### config.mk
export PLATFORM = sky130hd
export DESIGN_NAME = sadc_top
export DESIGN_NICKNAME = d
export VERILOG_FILES = /design/src/core/sadc_pkg.sv /design/src/core/sadc_mux_decode.sv /design/src/core/sadc_fifo.sv /design/src/core/sadc_top.sv
export VERILOG_INCLUDE_DIRS = /design/src /design/src/core
export SDC_FILE = /design/constraint.sdc
export NUM_CORES = 1
export LEC_CHECK = 0
export BUFFER_PORTS_ARGS = -buffer_cell sky130_fd_sc_hd__buf_2
export CAP_MARGIN = 20
export CORE_AREA = 4 4 146 148
export DETAILED_ROUTE_END_ITERATION = 6
export DIE_AREA = 0 0 150 152
export MAX_ROUTING_LAYER = met4
export SLEW_MARGIN = 20
export SYNTH_ARGS = -nofsm -noshare
export SYNTH_HDL_FRONTEND = slang
export SYNTH_SLANG_ARGS = --single-unit
### constraint.sdc
create_clock -name clk_sys_in -period 6.6 [get_ports clk_sys_in]
set_input_delay 1.32 -clock clk_sys_in [delete_from_list [all_inputs] [get_ports clk_sys_in]]
set_output_delay 1.32 -clock clk_sys_in [all_outputs]
set_load 0.05 [all_outputs]
### src/core/sadc_cfg.svh
// constants of the serial converter control block
// assumes inclusion by the package and the design files
`ifndef SADC_CFG_SVH
`define SADC_CFG_SVH

`define SADC_RES_W       8
`define SADC_ADDR_W      4
`define SADC_CNT_W       3
`define SADC_CH_W        3
`define SADC_FIFO_DEPTH  8
`define SADC_FIFO_CNT_W  4
`define SADC_NBITS_1CH   3'h0
`define SADC_NBITS_2CH   3'h2
`define SADC_NBITS_4CH   3'h3
`define SADC_NBITS_8CH   3'h4
`define SADC_CNT_LAST    3'h1
`define SADC_TRIAL_INIT  8'h80
`define SADC_RESULT_RST  8'h00
`define SADC_ADDR_RST    4'h0
`define SADC_MSB_IDX     3'h7
`define SADC_LSB_IDX     3'h0
`define SADC_FIXED_POS   3'h0
`define SADC_FIXED_NEG   3'h1
`define SADC_FORCED_SEL0 1'h1
`define SADC_FORCED_SEL1 1'h0

`endif

### src/core/sadc_pkg.sv
// types of the serial converter control block
// assumes sadc_cfg.svh on the include path
`include "sadc_cfg.svh"

package sadc_pkg;

  typedef enum logic [1:0] {
    SADC_VAR_1CH = 2'b00,
    SADC_VAR_2CH = 2'b01,
    SADC_VAR_4CH = 2'b10,
    SADC_VAR_8CH = 2'b11
  } sadc_variant_t;

  typedef enum logic [2:0] {
    SADC_ST_IDLE    = 3'b000,
    SADC_ST_WAIT    = 3'b001,
    SADC_ST_ADDR    = 3'b010,
    SADC_ST_SAMPLE  = 3'b011,
    SADC_ST_CONVERT = 3'b100,
    SADC_ST_SETTLE  = 3'b101,
    SADC_ST_REPLAY  = 3'b110,
    SADC_ST_DONE    = 3'b111
  } sadc_state_t;

  typedef struct packed {
    logic [`SADC_CH_W-1:0] pos_ch;
    logic [`SADC_CH_W-1:0] neg_ch;
    logic                  neg_common;
    logic                  common_grounded;
    logic                  single_ended;
  } sadc_mux_sel_t;

  typedef struct packed {
    sadc_mux_sel_t         sel;
    logic [`SADC_RES_W-1:0] result;
  } sadc_result_t;

endpackage : sadc_pkg

### src/core/sadc_mux_decode.sv
// input multiplexer decode of the selection word
// assumes a padded word {single, odd, sel1, sel0}
`timescale 1ns/10ps
`include "sadc_cfg.svh"

module sadc_mux_decode import sadc_pkg::*; (
  input  wire sadc_variant_t          variant_in,
  input  wire logic [`SADC_ADDR_W-1:0] addr_in,
  output sadc_mux_sel_t               sel_out
);

  logic [1:0] pair;

  // ---------------------------------------------
  // pair select per variant
  // ---------------------------------------------
  always_comb begin
    case (variant_in)
      SADC_VAR_8CH: pair = addr_in[1:0];
      SADC_VAR_4CH: pair = {1'b0, addr_in[1]};
      default:      pair = 2'b00;
    endcase
  end

  // ---------------------------------------------
  // channel routing
  // ---------------------------------------------
  always_comb begin
    sel_out.single_ended    = addr_in[3];
    sel_out.pos_ch          = {pair, addr_in[2]};
    sel_out.neg_ch          = {pair, ~addr_in[2]};
    sel_out.neg_common      = addr_in[3];
    sel_out.common_grounded = (variant_in != SADC_VAR_8CH);
    if (variant_in == SADC_VAR_1CH) begin
      sel_out.single_ended = 1'b0;
      sel_out.pos_ch       = `SADC_FIXED_POS;
      sel_out.neg_ch       = `SADC_FIXED_NEG;
      sel_out.neg_common   = 1'b0;
    end
  end

endmodule : sadc_mux_decode

### src/core/sadc_fifo.sv
// result buffer, head entry always at index zero
// assumes one clock and an active-low async reset
`timescale 1ns/10ps

module sadc_fifo #(
  parameter int WIDTH = 8,
  parameter int DEPTH = 8,
  parameter int CNT_W = 4
) (
  input  wire logic             clk_in,
  input  wire logic             rst_n_in,
  input  wire logic [WIDTH-1:0] in_data_in,
  input  wire logic             in_valid_in,
  output logic                  in_ready_out,
  output logic [WIDTH-1:0]      out_data_out,
  output logic                  out_valid_out,
  input  wire logic             out_ready_in
);

  logic [WIDTH-1:0] mem_r [DEPTH];
  logic [CNT_W-1:0] count_r;
  logic [CNT_W-1:0] count_nxt;
  logic [CNT_W-1:0] wr_idx;
  logic             push;
  logic             pop;

  assign push         = in_valid_in & in_ready_out;
  assign pop          = out_valid_out & out_ready_in;
  assign wr_idx       = pop ? count_r - CNT_W'(1) : count_r;
  assign out_data_out = mem_r[0];

  always_comb begin
    count_nxt = count_r + CNT_W'(push) - CNT_W'(pop);
  end

  // ---------------------------------------------
  // level and flags
  // ---------------------------------------------
  always_ff @(posedge clk_in or negedge rst_n_in) begin
    if (!rst_n_in) begin
      count_r       <= '0;
      out_valid_out <= 1'b0;
      in_ready_out  <= 1'b1;
    end else begin
      count_r       <= count_nxt;
      out_valid_out <= (count_nxt != '0);
      in_ready_out  <= (count_nxt != CNT_W'(DEPTH));
    end
  end

  // ---------------------------------------------
  // storage, shifts toward the head on pop
  // ---------------------------------------------
  always_ff @(posedge clk_in or negedge rst_n_in) begin
    if (!rst_n_in) begin
      for (int i = 0; i < DEPTH; i++) mem_r[i] <= '0;
    end else begin
      for (int i = 0; i < DEPTH - 1; i++) begin
        if (pop) mem_r[i] <= mem_r[i+1];
      end
      for (int i = 0; i < DEPTH; i++) begin
        if (push && (CNT_W'(i) == wr_idx)) mem_r[i] <= in_data_in;
      end
    end
  end

endmodule : sadc_fifo

### src/core/sadc_top.sv
// control of a serial 8-bit successive-approximation converter
// assumes serial clock and pins synchronous to clk_sys_in,
// an analog core giving the comparator decision per trial code
`timescale 1ns/10ps
`include "sadc_cfg.svh"

// Summary of operation
// - reversed inputs give an all-zero result
// - differential pairs only adjacent channels
// - eight-channel single: channel 2*pair+odd
// - differential: odd bit swaps pair polarity
// - four-channel decode, common tied to ground
// - two-channel decode from single and odd
// - single-channel: fixed input, no selection word
// - eight-channel single uses common as negative
// - chip select low holds whole conversion
// - data in sampled on serial clock rise
// - first one on data in is start unless the result buffer is full
// - two to four selection bits follow start
// - half clock sample, then ignore data in
// - output drives leading zero one period
// - decisions out on falling edges, msb first
// - eight periods, status drops half later
// - replay disabled: result sent once only
// - replay armed early: lsb first right after
// - replay armed late: lsb first on falls
// - variants force replay enable on or off
// - chip select high clears everything except the result buffer
// - data in read only for start and selection
// - missing select bits forced in reduced variants
// - chip select high floats output and status
module sadc_top import sadc_pkg::*; (
  input  wire logic                  clk_sys_in,
  input  wire logic                  reset_n_in,
  input  wire logic                  cs_n_in,
  input  wire logic                  sclk_in,
  input  wire logic                  serial_data_in,
  input  wire logic                  lsb_replay_enable_n_in,
  input  wire sadc_variant_t         mux_variant_in,
  input  wire logic                  comparator_in,
  input  wire logic                  input_reversed_in,
  input  wire logic                  result_ready_in,
  output logic                       serial_data_out,
  output logic                       serial_data_oe_n_out,
  output logic                       conversion_active_out,
  output logic                       conversion_active_oe_n_out,
  output logic                       sample_out,
  output logic [`SADC_RES_W-1:0]     dac_code_out,
  output sadc_mux_sel_t              mux_select_out,
  output sadc_result_t               result_out,
  output logic                       result_valid_out
);

  // ---------------------------------------------
  // declarations
  // ---------------------------------------------
  logic                    rst_meta_r;
  logic                    rst_n;
  logic                    sclk_prev_r;
  logic                    sclk_rise;
  logic                    sclk_fall;
  sadc_state_t             state_r;
  sadc_state_t             state_nxt;
  logic [`SADC_CNT_W-1:0]  nbits;
  logic [`SADC_CNT_W-1:0]  bit_cnt_r;
  logic [`SADC_CNT_W-1:0]  bit_idx_r;
  logic [`SADC_ADDR_W-1:0] addr_r;
  logic [`SADC_ADDR_W-1:0] addr_shift;
  logic [`SADC_ADDR_W-1:0] addr_padded;
  sadc_mux_sel_t           sel_dec;
  logic                    replay_n;
  logic                    decision;
  logic [`SADC_RES_W-1:0]  bit_mask;
  logic [`SADC_RES_W-1:0]  result_r;
  logic [`SADC_RES_W-1:0]  result_nxt;
  logic                    fifo_push_r;
  sadc_result_t            fifo_word_r;
  logic                    fifo_in_ready;
  logic                    start_seen;
  logic                    last_bit;

  // ---------------------------------------------
  // reset release
  // ---------------------------------------------
  always_ff @(posedge clk_sys_in or negedge reset_n_in) begin
    if (!reset_n_in) begin
      rst_meta_r <= 1'b0;
      rst_n      <= 1'b0;
    end else begin
      rst_meta_r <= 1'b1;
      rst_n      <= rst_meta_r;
    end
  end

  // ---------------------------------------------
  // serial clock edges
  // ---------------------------------------------
  always_ff @(posedge clk_sys_in or negedge rst_n) begin
    if (!rst_n) begin
      sclk_prev_r <= 1'b0;
    end else begin
      sclk_prev_r <= sclk_in;
    end
  end

  assign sclk_rise = sclk_in & ~sclk_prev_r;
  assign sclk_fall = ~sclk_in & sclk_prev_r;

  // ---------------------------------------------
  // variant dependent settings
  // ---------------------------------------------
  always_comb begin
    case (mux_variant_in)
      SADC_VAR_1CH: begin
        nbits    = `SADC_NBITS_1CH;
        replay_n = 1'b1;
      end
      SADC_VAR_2CH: begin
        nbits    = `SADC_NBITS_2CH;
        replay_n = 1'b0;
      end
      SADC_VAR_4CH: begin
        nbits    = `SADC_NBITS_4CH;
        replay_n = 1'b0;
      end
      default: begin
        nbits    = `SADC_NBITS_8CH;
        replay_n = lsb_replay_enable_n_in;
      end
    endcase
  end

  assign addr_shift = {addr_r[`SADC_ADDR_W-2:0], serial_data_in};

  always_comb begin
    case (mux_variant_in)
      SADC_VAR_4CH: addr_padded = {addr_shift[2:0], `SADC_FORCED_SEL0};
      SADC_VAR_2CH: addr_padded = {addr_shift[1:0], `SADC_FORCED_SEL1, `SADC_FORCED_SEL0};
      default:      addr_padded = addr_shift;
    endcase
  end

  sadc_mux_decode u_decode (
    .variant_in (mux_variant_in),
    .addr_in    (addr_padded),
    .sel_out    (sel_dec)
  );

  // ---------------------------------------------
  // conversion sequence
  // ---------------------------------------------
  assign start_seen = sclk_rise & serial_data_in & fifo_in_ready;
  assign last_bit   = (bit_idx_r == `SADC_LSB_IDX);

  always_comb begin
    state_nxt = state_r;
    if (cs_n_in) begin
      state_nxt = SADC_ST_IDLE;
    end else begin
      case (state_r)
        SADC_ST_IDLE: begin
          state_nxt = SADC_ST_WAIT;
        end
        SADC_ST_WAIT: begin
          if (start_seen) begin
            if (nbits == `SADC_NBITS_1CH) begin
              state_nxt = SADC_ST_SAMPLE;
            end else begin
              state_nxt = SADC_ST_ADDR;
            end
          end
        end
        SADC_ST_ADDR: begin
          if (sclk_rise && bit_cnt_r == `SADC_CNT_LAST) begin
            state_nxt = SADC_ST_SAMPLE;
          end
        end
        SADC_ST_SAMPLE: begin
          if (sclk_fall) state_nxt = SADC_ST_CONVERT;
        end
        SADC_ST_CONVERT: begin
          if (sclk_fall && last_bit) state_nxt = SADC_ST_SETTLE;
        end
        SADC_ST_SETTLE: begin
          if (sclk_rise) state_nxt = SADC_ST_REPLAY;
        end
        SADC_ST_REPLAY: begin
          if (sclk_fall && !replay_n && bit_idx_r == `SADC_MSB_IDX) begin
            state_nxt = SADC_ST_DONE;
          end
        end
        SADC_ST_DONE: begin
          state_nxt = SADC_ST_DONE;
        end
        default: begin
          state_nxt = SADC_ST_IDLE;
        end
      endcase
    end
  end

  always_ff @(posedge clk_sys_in or negedge rst_n) begin
    if (!rst_n) begin
      state_r <= SADC_ST_IDLE;
    end else begin
      state_r <= state_nxt;
    end
  end

  // ---------------------------------------------
  // selection word capture
  // ---------------------------------------------
  always_ff @(posedge clk_sys_in or negedge rst_n) begin
    if (!rst_n) begin
      addr_r    <= `SADC_ADDR_RST;
      bit_cnt_r <= '0;
    end else if (cs_n_in) begin
      addr_r    <= `SADC_ADDR_RST;
      bit_cnt_r <= '0;
    end else if (state_r == SADC_ST_WAIT && start_seen) begin
      bit_cnt_r <= nbits;
    end else if (state_r == SADC_ST_ADDR && sclk_rise) begin
      addr_r    <= addr_shift;
      bit_cnt_r <= bit_cnt_r - `SADC_CNT_W'(1);
    end
  end

  always_ff @(posedge clk_sys_in or negedge rst_n) begin
    if (!rst_n) begin
      mux_select_out <= '0;
    end else if (cs_n_in) begin
      mux_select_out <= '0;
    end else if (state_r != SADC_ST_SAMPLE && state_nxt == SADC_ST_SAMPLE) begin
      mux_select_out <= sel_dec;
    end
  end

  // ---------------------------------------------
  // successive approximation
  // ---------------------------------------------
  assign decision   = comparator_in & ~input_reversed_in;
  assign bit_mask   = `SADC_RES_W'(1) << bit_idx_r;
  assign result_nxt = decision ? (result_r | bit_mask) : (result_r & ~bit_mask);

  always_ff @(posedge clk_sys_in or negedge rst_n) begin
    if (!rst_n) begin
      dac_code_out <= `SADC_TRIAL_INIT;
      result_r     <= `SADC_RESULT_RST;
      bit_idx_r    <= `SADC_MSB_IDX;
    end else if (cs_n_in) begin
      dac_code_out <= `SADC_TRIAL_INIT;
      result_r     <= `SADC_RESULT_RST;
      bit_idx_r    <= `SADC_MSB_IDX;
    end else if (sclk_fall) begin
      case (state_r)
        SADC_ST_SAMPLE: begin
          dac_code_out <= `SADC_TRIAL_INIT;
          result_r     <= `SADC_RESULT_RST;
          bit_idx_r    <= `SADC_MSB_IDX;
        end
        SADC_ST_CONVERT: begin
          result_r     <= result_nxt;
          dac_code_out <= result_nxt | (bit_mask >> 1);
          if (!last_bit) bit_idx_r <= bit_idx_r - `SADC_CNT_W'(1);
        end
        SADC_ST_REPLAY: begin
          if (!replay_n && bit_idx_r != `SADC_MSB_IDX) begin
            bit_idx_r <= bit_idx_r + `SADC_CNT_W'(1);
          end
        end
        default: begin
          bit_idx_r <= bit_idx_r;
        end
      endcase
    end
  end

  // ---------------------------------------------
  // sample and status outputs
  // ---------------------------------------------
  always_ff @(posedge clk_sys_in or negedge rst_n) begin
    if (!rst_n) begin
      sample_out <= 1'b0;
    end else begin
      sample_out <= (state_nxt == SADC_ST_SAMPLE);
    end
  end

  always_ff @(posedge clk_sys_in or negedge rst_n) begin
    if (!rst_n) begin
      conversion_active_out      <= 1'b0;
      conversion_active_oe_n_out <= 1'b1;
    end else if (cs_n_in) begin
      conversion_active_out      <= 1'b0;
      conversion_active_oe_n_out <= 1'b1;
    end else begin
      conversion_active_oe_n_out <= 1'b0;
      if (state_r == SADC_ST_SAMPLE && sclk_fall) begin
        conversion_active_out <= 1'b1;
      end else if (state_r == SADC_ST_SETTLE && sclk_rise) begin
        conversion_active_out <= 1'b0;
      end
    end
  end

  // ---------------------------------------------
  // serial data out
  // ---------------------------------------------
  always_ff @(posedge clk_sys_in or negedge rst_n) begin
    if (!rst_n) begin
      serial_data_out      <= 1'b0;
      serial_data_oe_n_out <= 1'b1;
    end else if (cs_n_in) begin
      serial_data_out      <= 1'b0;
      serial_data_oe_n_out <= 1'b1;
    end else if (sclk_fall) begin
      case (state_r)
        SADC_ST_SAMPLE: begin
          serial_data_out      <= 1'b0;
          serial_data_oe_n_out <= 1'b0;
        end
        SADC_ST_CONVERT: begin
          serial_data_out <= decision;
        end
        SADC_ST_REPLAY: begin
          if (!replay_n) begin
            serial_data_out      <= result_r[bit_idx_r];
            serial_data_oe_n_out <= 1'b0;
          end else begin
            serial_data_oe_n_out <= 1'b1;
          end
        end
        SADC_ST_DONE: begin
          serial_data_oe_n_out <= 1'b1;
        end
        default: begin
          serial_data_out <= serial_data_out;
        end
      endcase
    end
  end

  // ---------------------------------------------
  // result buffer
  // ---------------------------------------------
  always_ff @(posedge clk_sys_in or negedge rst_n) begin
    if (!rst_n) begin
      fifo_push_r <= 1'b0;
      fifo_word_r <= '0;
    end else begin
      fifo_push_r <= 1'b0;
      if (state_r == SADC_ST_CONVERT && sclk_fall && last_bit && !cs_n_in) begin
        fifo_push_r        <= 1'b1;
        fifo_word_r.sel    <= mux_select_out;
        fifo_word_r.result <= result_nxt;
      end
    end
  end

  sadc_fifo #(
    .WIDTH ($bits(sadc_result_t)),
    .DEPTH (`SADC_FIFO_DEPTH),
    .CNT_W (`SADC_FIFO_CNT_W)
  ) u_fifo (
    .clk_in        (clk_sys_in),
    .rst_n_in      (rst_n),
    .in_data_in    (fifo_word_r),
    .in_valid_in   (fifo_push_r),
    .in_ready_out  (fifo_in_ready),
    .out_data_out  (result_out),
    .out_valid_out (result_valid_out),
    .out_ready_in  (result_ready_in)
  );

endmodule : sadc_top

==> results.yml <==
worst_setup_path:
  crit_path_end_kind: "flip-flop"
  r2r-end: "fifo_word_r[15]"
  cp_cell_sequence: "buf_2, or4b_1, nor2_1, nand2_1, mux2_2"
  critPathMaxStageDelay_ps: 760
  crit_path_start_kind: "primary input"
  r2r-start: "state_r[1]"
  cp.arrival_ps: 3650
  rrSetupSlack_ps: 3770
  r2r_cells: 4
  critical_path_peak_fanout: 25
  crit_end: "fifo_word_r[15]"
  cpMaxStageDelayCell: "or4b_1"
  path_class: "in -> reg"
  critPathRequiredTime_ps: 6910
  startpoint: "cs_n_in"
placement:
  dpl.hpwl_um: 12730
  place_ws_ps: 2535
  numPortBuffers: 50
  place.gp.congestion: 0.8530
  dp_cells: 1182
  place_area_um2: 9141
synthesis:
  ys.flop_type: "dfrtp_1"
  synth_top_cell_by_area: "dfrtp_1"
  synth_fa_ha_area_frac: 0.02423
  yosys-top-cells-area: "dfrtp_1 47%, nand2_1 8.2%, mux2i_1 5.3%"
  synth-xor-area-share: 0.005915
  synth_top_area_frac: 0.4732
  synth_edf_count: 0
  yosysUniqueCellTypes: 71
  syn_area_um2: 8884
  synth-compound-area-share: 0.1615
  synth-simple-area-share: 0.1723
  synth_top_family_by_area: "simple AND/OR/NAND/NOR gates"
  yosys_warnings: 0
  synthArstFlopShare: 1.000
  ys_ff_latch: 175
  synth_nets: 965
  syn_avg_cell_area_um2: 9.471
  ys_seq_area_frac: 0.4939
  synthMuxAreaShare: 0.08465
  synth_cells: 938
layout:
  area_growth_pct: 10.03
  final_util: 0.4878
  final_cells: 1214
  nNetsFinal: 959
  nFillCells: 1887
  mostFrequentLayoutCells: "195 x nand2_1, 167 x dfrtp_1, 82 x nor2_1, 70 x o21ai_0, 64 x a31oi_1"
  final_common_cell: "nand2_1"
  multi_input_area_um2: 4023
  drive_above_1_share: 0.1377
  finish.instance_area_um2: 9774
  regArea_um2: 4392
  diodes: 0
floorplanning:
  dieArea_um2: 22800
  rows: 52
  die_h_um: 152
  ios: 51
  die_w_um: 150
  start_util: 0.4433
  coreArea_um2: 20040
cts:
  cts.clk_slew.worst_paths_ps: 70
  clkSinkCount: 175
  cts_buffers: 17
  hold_buffers: 0
  cts.htree.levels: 4
  cts_tree: "done"
  post_cts_buffers: 0
  root_buffer: "clkbuf_16"
  clk_latency_ps: 430
  ctsResizeCount: 0
  ctsLongestPathBuffers: 2
sta:
  drv_slew: 0
  clock.fmax_mhz: 299.4
  min_period_ps: 3340
  post-route-period-util: 0.5061
  rsz0062_at_grt: "no"
  fin_skew_ps: 11.13
  setup_tns_ps: 0
  worstMarginPinSlew_ps: 973.3
  hold_violations: 0
  relSlewSlack: 0.3512
  worst_slack_ps: 3260
  setup_violations: 0
  hold_ws_ps: 341.6
global_route:
  grt_pass1_wl_um: 33210
  track_usage: 0.1823
  antenna_found_initial: 0
  grt_max_degree: 78
  grt_pass1_vias: 6297
  overflow: 0
detailed_routing:
  vias: 6611
  avgViaCountPerCell: 5.446
  ant_nets: 0
  firstDrtPassIters: 5
  drc_errors: 0
  wl_per_cell_um: 16.04
  drt_wl_total_um: 19480
  drtIter0Drc: 439
power:
  power_density_nw_per_um2: 258.4
  ir_worst_vdd_mv: 0.1713
  design_power_total_mw: 2.526
  p_leak_nw: 4.592
run:
  max_cap_violations: 0
hold_path:
  hold_class: "reg -> async"
status:
  outcome: "completed"
-- sequential cells by signal, summed over array words and instances (netlist names), 4 cells and up --
register and count:
mux_select_out 6, result_r 8, u_fifo.count_r 4, fifo_word_r 14, u_fifo.out_data_out 14, dac_code_out 8
u_fifo.mem_r 98
-- cell usage after synthesis, types with 11 or more instances --
cell type / number
inv_1: 22
dfrtp_1: 168
nand3_1: 12
buf_4: 20
nor2_1: 82
buf_2: 12
clkbuf_1: 46
mux2_2: 11
o21ai_0: 70
a31oi_1: 64
a21oi_1: 21
nand2_1: 195
ha_1: 14
mux2i_1: 47
-- worst min path at each step --
stage,end,slack [ps]
2_1_floorplan,rst_n,330
3_3_place_gp,rst_n,340
3_5_place_dp,rst_n,340
4_1_cts,rst_n,350
5_1_grt,rst_n,360
6_report,fifo_word_r[14],340
-- worst max-delay path: cells and delay by family --
family	cells	cell delay, ps
buf+inv	1	270
mux	1	440
simple gates	3	1610
-- where the power goes --
part | switching [mW] | internal, mW
registers | 0.0305 | 1.09
clock network | 0.446 | 0.614
logic | 0.235 | 0.107
-- metal layers --
metal | up-vias | routed length [µm] | GRT usage
met1 | 3200 | 9529 | 0.2626
met5 | - | 0 | -
met2 | 156 | 8833 | 0.2633
met3 | 18 | 825 | 0.03813
li1 | 3237 | - | -
met4 | 0 | 287 | 0.04793
-- kinds of logic (layout without fill, tap and decap cells) --
family | Yosys count | in the layout
compound gates | 211 | 211
xor+xnor | 6 | 6
fa+ha+maj | 16 | 16
buf+inv | 107 | 113
flops | 175 | 175
mux | 70 | 70
other cells | 1 | 1
simple gates | 352 | 352
-- layout make-up --
type,instances,area share
flip-flops and latches,175,0.4493
multi-input cells,656,0.4115
clock buffers,18,0.04493
well taps,270,0.03456
repair buffers,59,0.03290
clock inverters,13,0.01792
inverters,23,0.008833
Power figures use the tool's default switching activity.
